$ cat src/hw/amd_consts.vh
// Functional notes
// - the decoder takes a 16-bit address covering a 64 KB space.
// - addresses 0x0000 to 0x005F, except unimplemented 0x0008 and 0x0009, select the zero-page register window.
// - addresses 0x0060 to 0x025F select the 512 bytes of RAM.
// - addresses 0xC000 to 0xEFFF select the 12,288 bytes of user flash.
// - monitor ROM is selected at 0xFC00 to 0xFDFF and at 0xFE10 to 0xFFCF.
// - addresses 0xFFD0 to 0xFFFF select the 48-byte vector table in flash.
// - with illegal-address resets enabled, an access to an unimplemented location requests a reset.
// - 0xFE00 to 0xFE0F, except reserved 0xFE02, 0xFE07, 0xFE0A and 0xFE0B, select the system registers in their fixed order.
// - 0xFFFF also selects the watchdog control register.
// - four port data registers at 0x0000 to 0x0003 keep their contents through reset.
// - four direction registers at 0x0004 to 0x0007 clear to zero on reset.
`ifndef AMD_CONSTS_VH
`define AMD_CONSTS_VH
`define AMD_IO_LO        16'h0000
`define AMD_IO_HI        16'h005F
`define AMD_RAM_LO       16'h0060
`define AMD_RAM_HI       16'h025F
`define AMD_FLASH_LO     16'hC000
`define AMD_FLASH_HI     16'hEFFF
`define AMD_MON1_LO      16'hFC00
`define AMD_MON1_HI      16'hFDFF
`define AMD_SYS_LO       16'hFE00
`define AMD_SYS_HI       16'hFE0F
`define AMD_MON2_LO      16'hFE10
`define AMD_MON2_HI      16'hFFCF
`define AMD_VEC_LO       16'hFFD0
`define AMD_VEC_HI       16'hFFFF
`define AMD_WDOG_ADDR    16'hFFFF
`define AMD_UNIMP_A      16'h0008
`define AMD_UNIMP_B      16'h0009
`define AMD_PORT_DATA_LO 16'h0000
`define AMD_PORT_DIR_LO  16'h0004
`define AMD_DIR_RST      8'h00
`define AMD_SYS_BREAK_STATUS   4'h0
`define AMD_SYS_RESET_STATUS   4'h1
`define AMD_SYS_RSV_2          4'h2
`define AMD_SYS_BREAK_FLAG     4'h3
`define AMD_SYS_IRQ1           4'h4
`define AMD_SYS_IRQ2           4'h5
`define AMD_SYS_IRQ3           4'h6
`define AMD_SYS_RSV_7          4'h7
`define AMD_SYS_FLASH_CTRL     4'h8
`define AMD_SYS_FLASH_PROT     4'h9
`define AMD_SYS_RSV_A          4'hA
`define AMD_SYS_RSV_B          4'hB
`define AMD_SYS_BRK_HIGH       4'hC
`define AMD_SYS_BRK_LOW        4'hD
`define AMD_SYS_BRK_SC         4'hE
`define AMD_SYS_LOW_VOLT       4'hF
`endif

$ cat src/hw/amd_region_decode.v
`timescale 1ns/100ps
`include "amd_consts.vh"
module amd_region_decode (
   addr,
   sel_io,
   sel_ram,
   sel_flash,
   sel_mon,
   sel_sys,
   sel_vec,
   sel_wdog,
   sel_unimp,
   sel_rsv
);
   input  wire [15:0] addr;
   output reg         sel_io;
   output reg         sel_ram;
   output reg         sel_flash;
   output reg         sel_mon;
   output reg         sel_sys;
   output reg         sel_vec;
   output reg         sel_wdog;
   output reg         sel_unimp;
   output reg         sel_rsv;

   // ***********************************************
   // region compare on the full 16-bit address
   // ***********************************************
   always @* begin
      sel_io    = (addr <= `AMD_IO_HI) && (addr != `AMD_UNIMP_A) && (addr != `AMD_UNIMP_B);
      sel_ram   = (addr >= `AMD_RAM_LO) && (addr <= `AMD_RAM_HI);
      sel_flash = (addr >= `AMD_FLASH_LO) && (addr <= `AMD_FLASH_HI);
      sel_mon   = ((addr >= `AMD_MON1_LO) && (addr <= `AMD_MON1_HI)) ||
                  ((addr >= `AMD_MON2_LO) && (addr <= `AMD_MON2_HI));
      sel_vec   = (addr >= `AMD_VEC_LO);
      sel_wdog  = (addr == `AMD_WDOG_ADDR);
      sel_sys   = 1'b0;
      sel_rsv   = 1'b0;
      if ((addr >= `AMD_SYS_LO) && (addr <= `AMD_SYS_HI)) begin
         case (addr[3:0])
            `AMD_SYS_RSV_2, `AMD_SYS_RSV_7,
            `AMD_SYS_RSV_A, `AMD_SYS_RSV_B: begin
               sel_rsv = 1'b1;
            end
            default: begin
               sel_sys = 1'b1;
            end
         endcase
      end
      sel_unimp = !(sel_io || sel_ram || sel_flash || sel_mon || sel_vec ||
                    sel_sys || sel_rsv);
   end
endmodule // amd_region_decode

$ cat src/hw/amd_port_bit.v
`timescale 1ns/100ps
module amd_port_bit (
   mclk,
   pin_in,
   data_q,
   dir_q,
   pin_sync,
   read_val,
   out_val,
   out_en_n
);
   input  wire mclk;
   input  wire pin_in;
   input  wire data_q;
   input  wire dir_q;
   output wire pin_sync;
   output wire read_val;
   output reg  out_val;
   output reg  out_en_n;

   reg meta_ff;
   reg sync_ff;

   // pin passes two flops before use
   always @(posedge mclk) begin
      meta_ff  <= pin_in;
      sync_ff  <= meta_ff;
      out_val  <= data_q;
      out_en_n <= ~dir_q;
   end

   assign pin_sync = sync_ff;
   assign read_val = dir_q ? data_q : sync_ff;
endmodule // amd_port_bit

$ cat src/hw/amd_map_decoder.v
`timescale 1ns/100ps
`include "amd_consts.vh"
module amd_map_decoder #(
   parameter NPORT = 4,
   parameter PW    = 8
) (
   mclk,
   rstn,
   bus_addr,
   bus_valid,
   bus_wr,
   bus_wdata,
   illegal_rst_en,
   port_pin_in,
   bus_rdata,
   sel_io_ff,
   sel_ram_ff,
   sel_flash_ff,
   sel_mon_ff,
   sel_sys_ff,
   sel_sys_idx_ff,
   sel_vec_ff,
   sel_wdog_ff,
   sel_rsv_ff,
   illegal_rst_req_ff,
   port_out,
   port_out_en_n
);
   input  wire                  mclk;
   input  wire                  rstn;
   input  wire [15:0]           bus_addr;
   input  wire                  bus_valid;
   input  wire                  bus_wr;
   input  wire [7:0]            bus_wdata;
   input  wire                  illegal_rst_en;
   input  wire [NPORT*PW-1:0]   port_pin_in;
   output reg  [7:0]            bus_rdata;
   output reg                   sel_io_ff;
   output reg                   sel_ram_ff;
   output reg                   sel_flash_ff;
   output reg                   sel_mon_ff;
   output reg                   sel_sys_ff;
   output reg  [3:0]            sel_sys_idx_ff;
   output reg                   sel_vec_ff;
   output reg                   sel_wdog_ff;
   output reg                   sel_rsv_ff;
   output reg                   illegal_rst_req_ff;
   output wire [NPORT*PW-1:0]   port_out;
   output wire [NPORT*PW-1:0]   port_out_en_n;

   wire                  sel_io;
   wire                  sel_ram;
   wire                  sel_flash;
   wire                  sel_mon;
   wire                  sel_sys;
   wire                  sel_vec;
   wire                  sel_wdog;
   wire                  sel_unimp;
   wire                  sel_rsv;
   reg  [NPORT*PW-1:0]   port_data_ff;
   reg  [NPORT*PW-1:0]   port_dir_ff;
   wire [NPORT*PW-1:0]   port_read;
   reg  [7:0]            nxt_rdata;
   wire                  hit_data;
   wire                  hit_dir;
   wire [1:0]            port_idx;

   amd_region_decode u_dec (
      .addr      (bus_addr),
      .sel_io    (sel_io),
      .sel_ram   (sel_ram),
      .sel_flash (sel_flash),
      .sel_mon   (sel_mon),
      .sel_sys   (sel_sys),
      .sel_vec   (sel_vec),
      .sel_wdog  (sel_wdog),
      .sel_unimp (sel_unimp),
      .sel_rsv   (sel_rsv)
   );

   // ***********************************************
   // registered region selects
   // ***********************************************
   always @(posedge mclk or negedge rstn) begin
      if (!rstn) begin
         sel_io_ff          <= 1'b0;
         sel_ram_ff         <= 1'b0;
         sel_flash_ff       <= 1'b0;
         sel_mon_ff         <= 1'b0;
         sel_sys_ff         <= 1'b0;
         sel_sys_idx_ff     <= 4'h0;
         sel_vec_ff         <= 1'b0;
         sel_wdog_ff        <= 1'b0;
         sel_rsv_ff         <= 1'b0;
         illegal_rst_req_ff <= 1'b0;
      end else begin
         sel_io_ff          <= bus_valid & sel_io;
         sel_ram_ff         <= bus_valid & sel_ram;
         sel_flash_ff       <= bus_valid & sel_flash;
         sel_mon_ff         <= bus_valid & sel_mon;
         sel_sys_ff         <= bus_valid & sel_sys;
         sel_sys_idx_ff     <= bus_addr[3:0];
         sel_vec_ff         <= bus_valid & sel_vec;
         sel_wdog_ff        <= bus_valid & sel_wdog;
         sel_rsv_ff         <= bus_valid & sel_rsv;
         illegal_rst_req_ff <= bus_valid & sel_unimp & illegal_rst_en;
      end
   end

   // ***********************************************
   // port data and direction registers
   // ***********************************************
   // full 16-bit compare with the two index bits masked off
   assign hit_data = bus_valid && ((bus_addr & 16'hFFFC) == `AMD_PORT_DATA_LO);
   assign hit_dir  = bus_valid && ((bus_addr & 16'hFFFC) == `AMD_PORT_DIR_LO);
   assign port_idx = bus_addr[1:0];

   genvar gp;
   genvar gb;
   generate
      for (gp = 0; gp < NPORT; gp = gp + 1) begin : g_port
         // data latch has no reset
         always @(posedge mclk) begin
            if (bus_wr && hit_data && (port_idx == gp)) begin
               port_data_ff[gp*PW +: PW] <= bus_wdata;
            end
         end
         always @(posedge mclk or negedge rstn) begin
            if (!rstn) begin
               port_dir_ff[gp*PW +: PW] <= `AMD_DIR_RST;
            end else if (bus_wr && hit_dir && (port_idx == gp)) begin
               port_dir_ff[gp*PW +: PW] <= bus_wdata;
            end
         end
         for (gb = 0; gb < PW; gb = gb + 1) begin : g_bit
            amd_port_bit u_bit (
               .mclk     (mclk),
               .pin_in   (port_pin_in[gp*PW+gb]),
               .data_q   (port_data_ff[gp*PW+gb]),
               .dir_q    (port_dir_ff[gp*PW+gb]),
               .pin_sync (),
               .read_val (port_read[gp*PW+gb]),
               .out_val  (port_out[gp*PW+gb]),
               .out_en_n (port_out_en_n[gp*PW+gb])
            );
         end
      end
   endgenerate

   // ***********************************************
   // read data, one cycle after the request
   // ***********************************************
   always @* begin
      nxt_rdata = 8'h00;
      if (bus_valid && !bus_wr && hit_data) begin
         nxt_rdata = port_read[port_idx*PW +: PW];
      end else if (bus_valid && !bus_wr && hit_dir) begin
         nxt_rdata = port_dir_ff[port_idx*PW +: PW];
      end
   end

   always @(posedge mclk or negedge rstn) begin
      if (!rstn) begin
         bus_rdata <= 8'h00;
      end else begin
         bus_rdata <= nxt_rdata;
      end
   end
endmodule // amd_map_decoder

$ cat config.mk
export PLATFORM = sky130hd
export DESIGN_NAME = amd_map_decoder
export DESIGN_NICKNAME = d
export VERILOG_FILES = /design/src/hw/amd_region_decode.v /design/src/hw/amd_port_bit.v /design/src/hw/amd_map_decoder.v
export VERILOG_INCLUDE_DIRS = /design/src /design/src/hw
export SDC_FILE = /design/constraint.sdc
export NUM_CORES = 1
export LEC_CHECK = 0
export ABC_AREA = 1
export BUFFER_PORTS_ARGS = -buffer_cell sky130_fd_sc_hd__buf_2
export CORE_MARGIN = 2
export CORE_UTILIZATION = 35
export CTS_CLUSTER_DIAMETER = 50
export DETAILED_ROUTE_END_ITERATION = 10
export GPL_TIMING_DRIVEN = 0
export MAX_ROUTING_LAYER = met4
export PLACE_DENSITY = 0.59
export SYNTH_ARGS = -nofsm -noshare
export SYNTH_HDL_FRONTEND = slang
export SYNTH_HIERARCHICAL = 1
export SYNTH_SLANG_ARGS = --single-unit
$ cat constraint.sdc
create_clock -name mclk -period 1.1 [get_ports mclk]
set_input_delay 0.165 -clock mclk [delete_from_list [all_inputs] [get_ports mclk]]
set_output_delay 0.165 -clock mclk [all_outputs]
set_load 0.005 [all_outputs]
# Word level (Yosys, flattened, before mapping)
# Cells that the tools add are included.
[totals]
regBits = 213
in_bits = 61
out_inout_bits = 85
elab_cells = 286
[classes]
magnitude_cmp = 12
eq_ne = 11
shift = 2
muxes = 38
bitwise = 42
n_reduce_logical = 34
[ops]
columns = ["cell", "count"]
rows = [
  [">= comparator 16 bit (second input constant)", 5],
  ["<= comparator 16 bit (second input constant)", 4],
  ["variable part select 32 x 6 -> 8 bit", 2],
  ["2-to-1 mux 1 bit", 36],
  ["!= test 16 x 4 -> 1 bit (second input constant)", 2],
  ["NOT 1 bit", 32],
  ["logical AND 1 bit", 22],
  ["equality test 16 bit (second input constant)", 1],
  [">= comparator 16 x 7 -> 1 bit (second input constant)", 1],
  ["<= comparator 16 x 10 -> 1 bit (second input constant)", 1],
  ["<= comparator 16 x 7 -> 1 bit (second input constant)", 1],
  ["logical NOT 16 bit", 1],
  ["2-to-1 mux 8 bit", 2],
  ["equality test 14 x 1 -> 1 bit (second input constant)", 1],
  ["bitwise AND 1 bit", 10],
  ["equality test 4 bit (second input constant)", 2],
  ["logical OR 1 bit", 7],
  ["equality test 2 bit (second input constant)", 2],
  ["equality test 4 x 2 -> 1 bit (second input constant)", 1],
  ["equality test 4 x 3 -> 1 bit (second input constant)", 1],
  ["OR reduction 4 bit", 1],
  ["equality test 2 x 1 -> 1 bit (second input constant)", 1],
  ["logical NOT 1 bit", 2],
  ["logical NOT 2 bit", 1],
]

# Depth between registers and ports, before layout
# Gate-level depths: netlist (run 1).
[logic_depth]
ltp_word = 12
depth_mapped = 9
ltp_nobuf = 9

# By module
# The synthesis (run 1) kept the hierarchy.
[modules_own_cells]
columns = ["module", "n_inst", "cells_each", "area_per_inst_um2", "seq_area_each_um2"]
rows = [
  ["amd_map_decoder", 1, 367, 3568.4, 2287.2],
  ["amd_port_bit", 32, 8, 100.1, 80.1],
  ["amd_region_decode", 1, 65, 306.5, 0.0],
]

# Least setup slack after synthesis (run 1)
# Ideal clock, no wire load.
[synth_timing]
kind = "input-to-reg"
from = "input bus_addr[12]"
to = "register port_data_ff[16] (enable)"
setup_time_ns = 0.383
arrival_time_ns = 1.406
path_slack_ns = -0.690
cell_stages = 7
path_buffers = 0
cell_sequence = "inv_1 > nand2_1 > nor2_1 > inv_1 > nor2_2 > nand3_1 > nor3_1"
[synth_via]
elab_chain_len = 4
[synth_rtl]
columns = ["item", "line_no", "rtl"]
rows = [
  ["start: declaration", "amd_map_decoder.v:31", "input wire [15:0] bus_addr;"],
  ["logical NOT 16 bit (no line)", "n/a", ""],
  ["logical AND 1 bit", "amd_map_decoder.v:114", "assign hit_data = bus_valid && ((bus_addr & 16'hFFFC) == `AMD_PORT_DATA_LO);"],
  ["logical AND 1 bit (2 in series)", "amd_map_decoder.v:124", "if (bus_wr && hit_data && (port_idx == gp)) begin"],
  ["end signal: indexed assignment", "amd_map_decoder.v:125", "port_data_ff[gp*PW +: PW] <= bus_wdata;"],
  ["end: declaration", "amd_map_decoder.v:60", "reg [NPORT*PW-1:0] port_data_ff;"],
]
# No other way between the ends.
# A chain may end at the register's enable or synchronous reset.

# Worst setup path after layout (run 1)
[layout_timing]
from = "register bus_rdata[5]"
to = "output bus_rdata[5]"
[layout_lines]
columns = ["item", "line_no", "rtl"]
rows = [
  ["start: declaration", "amd_map_decoder.v:37", "output reg [7:0] bus_rdata;"],
  ["start signal: assignment", "amd_map_decoder.v:166", "bus_rdata <= nxt_rdata;"],
]
# No word-level cell between the ends.

==> results of run 1 <==
[final timing paths]
kind,from,depth (start not counted),slack [ns],end
max,bus_rdata[5]$_DFF_PN0_,1,-0.12,bus_rdata[5]
min reg2reg,g_port[1].g_bit[6].u_bit/meta_ff$_DFF_P_,0,0.32,g_port[1].g_bit[6].u_bit/pin_sync$_DFF_P_
min in group asynchronous,rstn,2,0.24,sel_ram_ff$_DFF_PN0_
min,bus_wdata[1],3,0.01,port_dir_ff[1]$_DFFE_PN0P_
max in group asynchronous,rstn,2,0.32,port_dir_ff[3]$_DFFE_PN0P_
max reg2reg,port_dir_ff[3]$_DFFE_PN0P_,7,-0.06,bus_rdata[3]$_DFF_PN0_
[cell usage in the layout, fill, tap and decap left out, types with 2 or more instances in the layout]
cell	n
sky130_fd_sc_hd__nand2_1	182
sky130_fd_sc_hd__buf_2	130
sky130_fd_sc_hd__dfxtp_1	97
sky130_fd_sc_hd__nand2_2	74
sky130_fd_sc_hd__dfrtp_1	52
sky130_fd_sc_hd__dlygate4sd3_1	46
sky130_fd_sc_hd__inv_2	38
sky130_fd_sc_hd__inv_1	37
sky130_fd_sc_hd__edfxtp_1	32
sky130_fd_sc_hd__nand3_2	31
sky130_fd_sc_hd__dfxtp_2	31
sky130_fd_sc_hd__nor2_1	27
sky130_fd_sc_hd__clkbuf_16	27
sky130_fd_sc_hd__buf_4	25
sky130_fd_sc_hd__nand3_1	20
sky130_fd_sc_hd__buf_6	16
sky130_fd_sc_hd__nor2_4	11
sky130_fd_sc_hd__nand4_1	10
sky130_fd_sc_hd__o21ai_0	5
sky130_fd_sc_hd__clkinv_4	5
sky130_fd_sc_hd__o21ai_1	4
sky130_fd_sc_hd__a22oi_2	4
sky130_fd_sc_hd__nor2_2	3
sky130_fd_sc_hd__clkinv_2	3
sky130_fd_sc_hd__nor3_4	3
sky130_fd_sc_hd__clkinvlp_4	3
sky130_fd_sc_hd__clkbuf_1	3
sky130_fd_sc_hd__inv_6	3
sky130_fd_sc_hd__buf_12	3
sky130_fd_sc_hd__nor3_1	3
sky130_fd_sc_hd__a22oi_1	2
sky130_fd_sc_hd__a22o_1	2
sky130_fd_sc_hd__bufinv_16	2
sky130_fd_sc_hd__clkbuf_8	2
[cell families after synthesis]
| logic type | synth area share (%) |
|---|---|
| flops | 68.5 |
| simple gates | 24.6 |
| compound gates | 1.59 |
| buf+inv | 5.30 |
[layout make-up]
class / count / area (µm²) / share of cell area (%)
flip-flops and latches: 213 / 4890 / 48.5
clock inverters: 17 / 178 / 1.76
multi-input cells: 388 / 2110 / 21.0
clock buffers: 32 / 714 / 7.09
repair buffers: 211 / 1470 / 14.5
inverters: 76 / 287 / 2.84
well taps: 270 / 338 / 3.35
plain buffers: 11 / 96.3 / 0.956
[metal layers]
layer  global-route usage [%]  vias up  share of wire, %  routed length, µm
li1                         -     2636                 -                  -
met1                     21.2     2521                44               7750
met2                     28.5      151                49               8620
met3                     3.31       23               5.5                975
met4                     4.56        0               1.8                316
met5                        -        -                 0                  0
[state kept, by name (all words and copies together), names as in the netlist, 4 cells and up]
name                         count
g_port.g_bit.u_bit/meta_ff      32
g_port.g_bit.u_bit/out_en_n     32
g_port.g_bit.u_bit/out_val      32
g_port.g_bit.u_bit/pin_sync     32
port_data_ff                    32
port_dir_ff                     32
bus_rdata                        8
sel_sys_idx_ff                   4
[stage by stage]
step	utilization, %	std cells	hold WS (ns)	setup TNS, ns
finish	50.3	1218	0.0106	-1.83
global route	50.3	1218	0.00885	-4.02
CTS	49.3	1207	-0.0497	-2.81
detailed placement	41.7	1103	0.269	-58.24
global placement	41.7	1103	0.268	-57.58
floorplan	-	688	-0.131	-10.35
[power groups by stage]
| stage | logic, W | registers (W) | clock network [W] |
|---|---|---|---|
| after floorplan | 0.000280 | 0.00826 | 0 |
| after global placement | 0.000613 | 0.00827 | 0 |
| after detailed placement | 0.000616 | 0.00827 | 0 |
| after CTS | 0.000754 | 0.00811 | 0.00877 |
| after global routing | 0.000865 | 0.00812 | 0.00911 |
| final | 0.000783 | 0.00811 | 0.00860 |
[timing repair]
item | CTS | global route
pin swaps | 11 | 12
buffers inserted | 10 | 10
hold endpoints to repair | 114 | 53
gates resized for setup | 27 | 46
endpoints found under the setup margin | 132 | 155
hold buffers | 45 | 1
==> results.md, run 1 <==
Synth:
- The primary flip-flop cell chosen by synthesis mapping is sky130_fd_sc_hd__dfxtp_1.
- By area the synthesized netlist is led by sky130_fd_sc_hd__dfxtp_1 (36%), sky130_fd_sc_hd__dfrtp_1 (19%), sky130_fd_sc_hd__edfxtp_1 (14%).
- The number of synthesized register bits is 213.
- The mean instance size in the synthesized netlist is 10.3 µm².
- The number of flops mapped to enable cells by yosys is 32.
- sky130_fd_sc_hd__dfxtp_1 takes more of the synthesized area than any other cell.
- Of all flip-flops after synthesis, the portion carrying an async set or reset was 24.9%.
- In this run the cell area of the synthesized design comes to 7080 µm².
- The number of warning messages in the yosys log is 6.
- The area share of the largest cell type after synthesis is 36.2%.
- Synthesis produced 688 cells.
- Ranked by instance count, the synthesized netlist is headed by sky130_fd_sc_hd__nand2_1 (186), sky130_fd_sc_hd__dfxtp_1 (128), sky130_fd_sc_hd__nand2_2 (70), sky130_fd_sc_hd__dfrtp_1 (53), sky130_fd_sc_hd__nand3_1 (50).
- The sequential cell area fraction in the yosys report is 68.5%.
- Synthesis produced a netlist with a net count of 749.
- sky130_fd_sc_hd__nand2_1 is the most common cell in the netlist.
- The number of distinct library cell variants in the gate-level netlist after synthesis is 28.

Setup path:
- Traced cell by cell, the critical path runs through buf_2.
- The longest individual stage delay on the worst path is 0.41 ns.
- The worst setup path is of the flop to output pin kind.
- The worst setup path is captured at an output pin.
- At the worst endpoint, the required time is 0.94 ns.
- Counting both buffers and inverters, the worst setup path holds a total of 1.
- The critical path's slowest cell is sky130_fd_sc_hd__dfrtp_1.
- The maximum fanout along the worst path is 1.
- At the worst endpoint, the arrival time is 1.06 ns.
- The startpoint kind of the worst setup timing path is a flop.
- The kind of cell with the highest combined delay on the critical path is flip-flops.

GRT:
- The largest net degree at the start of global routing is 54.
- The number of global-route vias before repair is 5,363.
- The wire length of the first global-routing pass is 27,700 µm.
- The total global routing overflow is 0.
- The initial antenna violation count is 0.
- The global router's overall resource usage is 17.0%.

Power:
- The clock network burns 49.2% of the power.
- The net switching power figure is 0.00390 W.
- The leakage power summed over all cells is 4.61 nW.
- The worst-case IR drop observed on VDD is 900 µV.
- In this run the power density over the cells is 1740 nW/µm².
- The share of total power dissipated in sequential elements is 46.4%.
- Net switching is 22.3% of the power.
- The internal power of the cells totals 0.0136 W.
- Power comes to 0.0175 W.
- The part of the power in combinational logic is 4.5%.

Timing:
- For the pin with the worst max-slew slack, the measured transition is 0.736 ns.
- The final-report max-slew violation count is 0.
- Static timing analysis puts the maximum clock frequency at 819 MHz.
- The final clock period utilization by the worst path is 111%.
- The final clock skew is 0.00969 ns.
- The post-layout worst setup margin is -0.121 ns.
- The count of endpoints failing setup in the final report is 44.
- The final period demand of the worst path is 1.22 ns.
- The worst max-slew margin expressed relative to the limit is 50.9%.
- Setup repair after global routing could not meet its margin everywhere.
- The hold violation count in the final report is 0.

Final layout:
- The number of diodes added for antenna fixing is 0.
- Counting the fill cells in the layout gives 1,884.
- The area of all placed cells without fillers is 10,100 µm².
- The synthesis-to-finish area growth is 42.4%.
- The final net count is 989.
- The fraction of final layout cells sized beyond drive strength 1 is 44.3%.

Placed design:
- The post-placement setup slack is -0.790 ns.
- The area of placed instances is 8350 µm².
- The routability congestion estimate from global placement is 0.812.
- The HPWL after detailed placement is 12,100 µm.
- In this run the tool buffered the top-level ports with 145 buffer cells.

Floorplanning:
- Pin placement for this block handled 146 I/O pins.
- The height of the chip is 146 µm.
- The die covers 21,400 µm².
- The initial utilization of the core area, before any placement, comes to 35.3%.
- The number of rows in the core area is 52.
- The width of the chip is 146 µm.
- The core region is 20,000 µm².

Detailed routing:
- The aggregate routed wire length is 17,700 µm.
- The final routed wire length divided by cell count is 14.5 µm.
- The via density per instance is 4.38.
- The count of unresolved DRC violations after routing is 0.
- The detail route stage leaves a number of antenna-violating nets equal to 0.
- After the first detailed-routing iteration, the DRC count stood at 211.
- The number of detailed-routing iterations run before antenna repair is 4.
- The total via count after detailed routing is 5,331.

Hold path:
- The min-delay analysis places its worst path in the category primary input to flop.

Status:
- The checks that failed: negative setup slack.
- The flow ran to the end, but the final reports show violations.

Clocking:
- The number of H-tree branching levels is 1.
- The clock passes through at most 3 buffers.
- TritonCTS built the clock tree.
- The clock sink total is 213.
- The clock transition time at the flip-flop clock pins of the worst setup and hold paths is 0.06 ns.
- Clock latency on the worst-skew pair, taken at its later pin, is 0.52 ns.
- The CTS root buffer is sky130_fd_sc_hd__clkbuf_16.
- The CTS buffer count is 27.

Run:
- The number of max-cap violations is 0.
No activity file was read; power rests on OpenSTA's default activity.
==> run 2, diff against run 1 <==
--- a/config.mk
+++ b/config.mk
@@ -9,12 +9,12 @@
 export ABC_AREA = 1
 export BUFFER_PORTS_ARGS = -buffer_cell sky130_fd_sc_hd__buf_2
 export CORE_MARGIN = 2
-export CORE_UTILIZATION = 35
+export CORE_UTILIZATION = 30
 export CTS_CLUSTER_DIAMETER = 50
 export DETAILED_ROUTE_END_ITERATION = 10
 export GPL_TIMING_DRIVEN = 0
 export MAX_ROUTING_LAYER = met4
-export PLACE_DENSITY = 0.59
+export PLACE_DENSITY = 0.53
 export SYNTH_ARGS = -nofsm -noshare
 export SYNTH_HDL_FRONTEND = slang
 export SYNTH_HIERARCHICAL = 1
==> run 2 against run 1 <==
The flow still finishes with violations (negative setup slack); via count fell by 0.38%; hold slack improved by 0.011 ns; power rose by 2.7%; critical path type unchanged; critical endpoint unchanged.
==> results.md, run 2 (synthesis results as in run 1) <==
Clocking:
- CTS placed an instance of sky130_fd_sc_hd__clkbuf_16 at the clock tree root.
- The CTS tree is done.
- The number of H-tree branching levels is 1 (unchanged).
- The CTS buffer count is 27 (unchanged).
- The clock transition time at the flip-flop clock pins of the worst setup and hold paths is 0.06 ns (about the same).
- The number of buffers on the longest clock path is 3 (unchanged).
- The clock sink total is 213 (unchanged).
- The clock latency at the later pin of the worst-skew pair was 0.52 ns (about the same).

GRT:
- The initial antenna violation count is 1 (+1).
- The global-route met3 utilization is 3.37% (+0.055 points).
- The number of global-route vias before repair came to 5,276 (-1.6%).
- The largest net degree at the start of global routing is 54 (unchanged).
- The most crowded layer after global routing is met2.
- The met1 capacity usage during global routing came to 17.8% (-3.4 points).
- The global router's overall resource usage is 15.0% (-2.0 points).
- The total global routing overflow is 0 (unchanged).
- The wire length of the first global-routing pass was 27,700 µm (about the same).
- The met2 track demand over resource in global routing is 26.0% (-2.5 points).

Setup path:
- STA classifies the critical path startpoint as a flop.
- The longest individual stage delay on the worst path is 0.41 ns (about the same).
- The type of destination of the critical path is an output pin.
- Traced cell by cell, the critical path runs through buf_2.
- The data arrival time of the critical path was 1.06 ns (about the same).
- Among cell families on the critical path, the largest total delay comes from flip-flops.
- The critical path's slowest cell is sky130_fd_sc_hd__dfrtp_1.
- The maximum fanout along the worst path is 1 (unchanged).
- The required time of the critical path is 0.94 ns (about the same).
- The critical setup path kind is flop to output pin.
- The total buffers and inverters traversed by the critical path is 1 (unchanged).

Floorplanning:
- The standard cell core area is 23,300 µm² (+16%).
- The area of the die is 24,800 µm² (+16%).
- The starting density of the core is 30.3% (-5.0 points).
- The number of rows in the core area is 56 (+7.7%).
- The height of the chip is 158 µm (+7.8%).
- The number of primary I/O pins came to 146 (unchanged).
- The width of the chip is 158 µm (+7.8%).

Placed design:
- The estimated wirelength of the detail-placed design was 12,800 µm (+5.3%).
- The post-placement setup slack is -0.862 ns (-0.0716 ns).
- The routability congestion estimate from global placement is 0.797 (-1.7%).
- The number of input and output port buffers inserted was 145 (unchanged).

Status:
- The final reports fail on negative setup slack.
- The flow ran to the end, but the final reports show violations.

Timing:
- The fmax came to 815 MHz (-0.52%).
- The post-layout worst setup margin is -0.127 ns (-0.00634 ns).
- The count of endpoints failing setup in the final report was 46 (+4.5%).
- The final-report max-slew violation count is 0 (unchanged).
- The worst max-slew margin expressed relative to the limit came to 49.6% (-1.3 points).
- Setup repair after global routing could not meet its margin everywhere.
- The hold violation count in the final report is 0 (unchanged).
- The final clock period utilization by the worst path came to 112% (+0.58 points).
- The slew at the pin closest to its max-slew limit was 0.756 ns (+0.0197 ns).
- The final clock skew came to 0.0105 ns (+0.000758 ns).
- The final period demand of the worst path is 1.23 ns (+0.00635 ns).

Run:
- The number of max-cap violations is 0 (unchanged).

Final layout:
- The library cell used most frequently in the layout, excluding fill and tap cells, is sky130_fd_sc_hd__nand2_1.
- The final net count is 999 (+1.0%).
- The fraction of final layout cells sized beyond drive strength 1 is 44.8% (+0.53 points).
- The top cell types in the final layout, fill and taps aside, are sky130_fd_sc_hd__nand2_1 (181), sky130_fd_sc_hd__buf_2 (126), sky130_fd_sc_hd__dfxtp_1 (102).
- The area growth from synthesis to layout is 47.1%.
- The final core utilization came to 44.6% (-5.7 points).

Power:
- The total power per unit cell area is 1730 nW/µm² (-0.56%).
- The leakage power summed over all cells was 4.74 nW (+2.7%).
- The peak supply drop was 970 µV (+7.8%).

Detailed routing:
- The antenna violation net count after detailed routing is 0 (unchanged).
- The count of unresolved DRC violations after routing is 0 (unchanged).
- The final routed wire length divided by cell count is 14.4 µm (-0.69%).
- The aggregate routed wire length is 18,400 µm (+4.3%).
- The violation count after the first detailed-routing iteration is 202 (-4.3%).
- The number of detailed-routing iterations run before antenna repair is 4 (unchanged).
- The total via count after detailed routing came to 5,311 (-0.38%).
- The via density per instance is 4.15 (-5.1%).

Hold path:
- The type of the worst min-delay path is primary input to flop.
[run 2: cell types whose count changed in the layout (fill, tap and decap cells not counted), sizes merged]
cell / change
buf: +3
bufinv: +1
clkbuf: +4
clkinv: -2
clkinvlp: -1
diode: +1
dlygate4sd3: +3
inv: +3
[run 2: final timing paths]
| kind | startpoint | end | slack, ns | depth (start not counted) |
|---|---|---|---|---|
| min in group asynchronous | rstn | bus_rdata[4]$_DFF_PN0_ | 0.28 | 2 |
| hold reg to reg | g_port[2].g_bit[3].u_bit/meta_ff$_DFF_P_ | g_port[2].g_bit[3].u_bit/pin_sync$_DFF_P_ | 0.32 | 0 |
| max in group asynchronous | rstn | port_dir_ff[11]$_DFFE_PN0P_ | 0.27 | 2 |
| hold / removal | bus_wdata[3] | port_dir_ff[3]$_DFFE_PN0P_ | 0.02 | 3 |
| setup reg to reg | port_dir_ff[7]$_DFFE_PN0P_ | bus_rdata[7]$_DFF_PN0_ | -0.05 | 6 |
| setup / recovery | bus_rdata[5]$_DFF_PN0_ | bus_rdata[5] | -0.13 | 1 |
[run 2: cell type report]
class                   instances  area (µm²)
clock inverters                18         203
repair buffers                221        1640
plain buffers                  11         115
clock buffers                  32         746
inverters                      76         287
fillers                      2242       12900
well taps                     319         399
flip-flops and latches        213        4890
diodes                          1        2.50
multi-input cells             388        2130
[run 2: per-stage QoR]
stage               area, µm²  std cells  power, W  hold slack, ns  TNS, ns
floorplan                7290        688   0.00854          -0.131   -10.35
global placement         8410       1152   0.00889           0.269   -62.25
detailed placement       8410       1152   0.00890           0.269   -64.31
CTS                     10100       1263    0.0182        -0.00248    -3.88
global route            10400       1279    0.0187          0.0149    -5.17
finish                  10400       1279    0.0180          0.0219    -1.91
[run 2: power breakdown]
| part | internal [W] | total [W] | switching (W) |
|---|---|---|---|
| logic | 0.000343 | 0.000789 | 0.000446 |
| clock network | 0.00562 | 0.00906 | 0.00344 |
| registers | 0.00806 | 0.00811 | 0.0000451 |
[run 2: timing repair]
item / 4_1_cts / 5_1_grt
buffers inserted: 13 / 12
pin swaps: 12 / 14
setup endpoints to repair: 140 / 155
hold endpoints to repair: 85 / 53
hold buffers: 48 / 1
gates resized for setup: 30 / 51
cloned: 0 / 2
[run 2: routing by layer]
| metal | wire, µm | part of all wire [%] | vias to the layer above |
|---|---|---|---|
| met5 | 0 | 0 | - |
| met4 | 301 | 1.6 | 0 |
| met3 | 1150 | 6.3 | 24 |
| met2 | 9150 | 50 | 148 |
| met1 | 7810 | 42 | 2480 |
| li1 | - | - | 2659 |
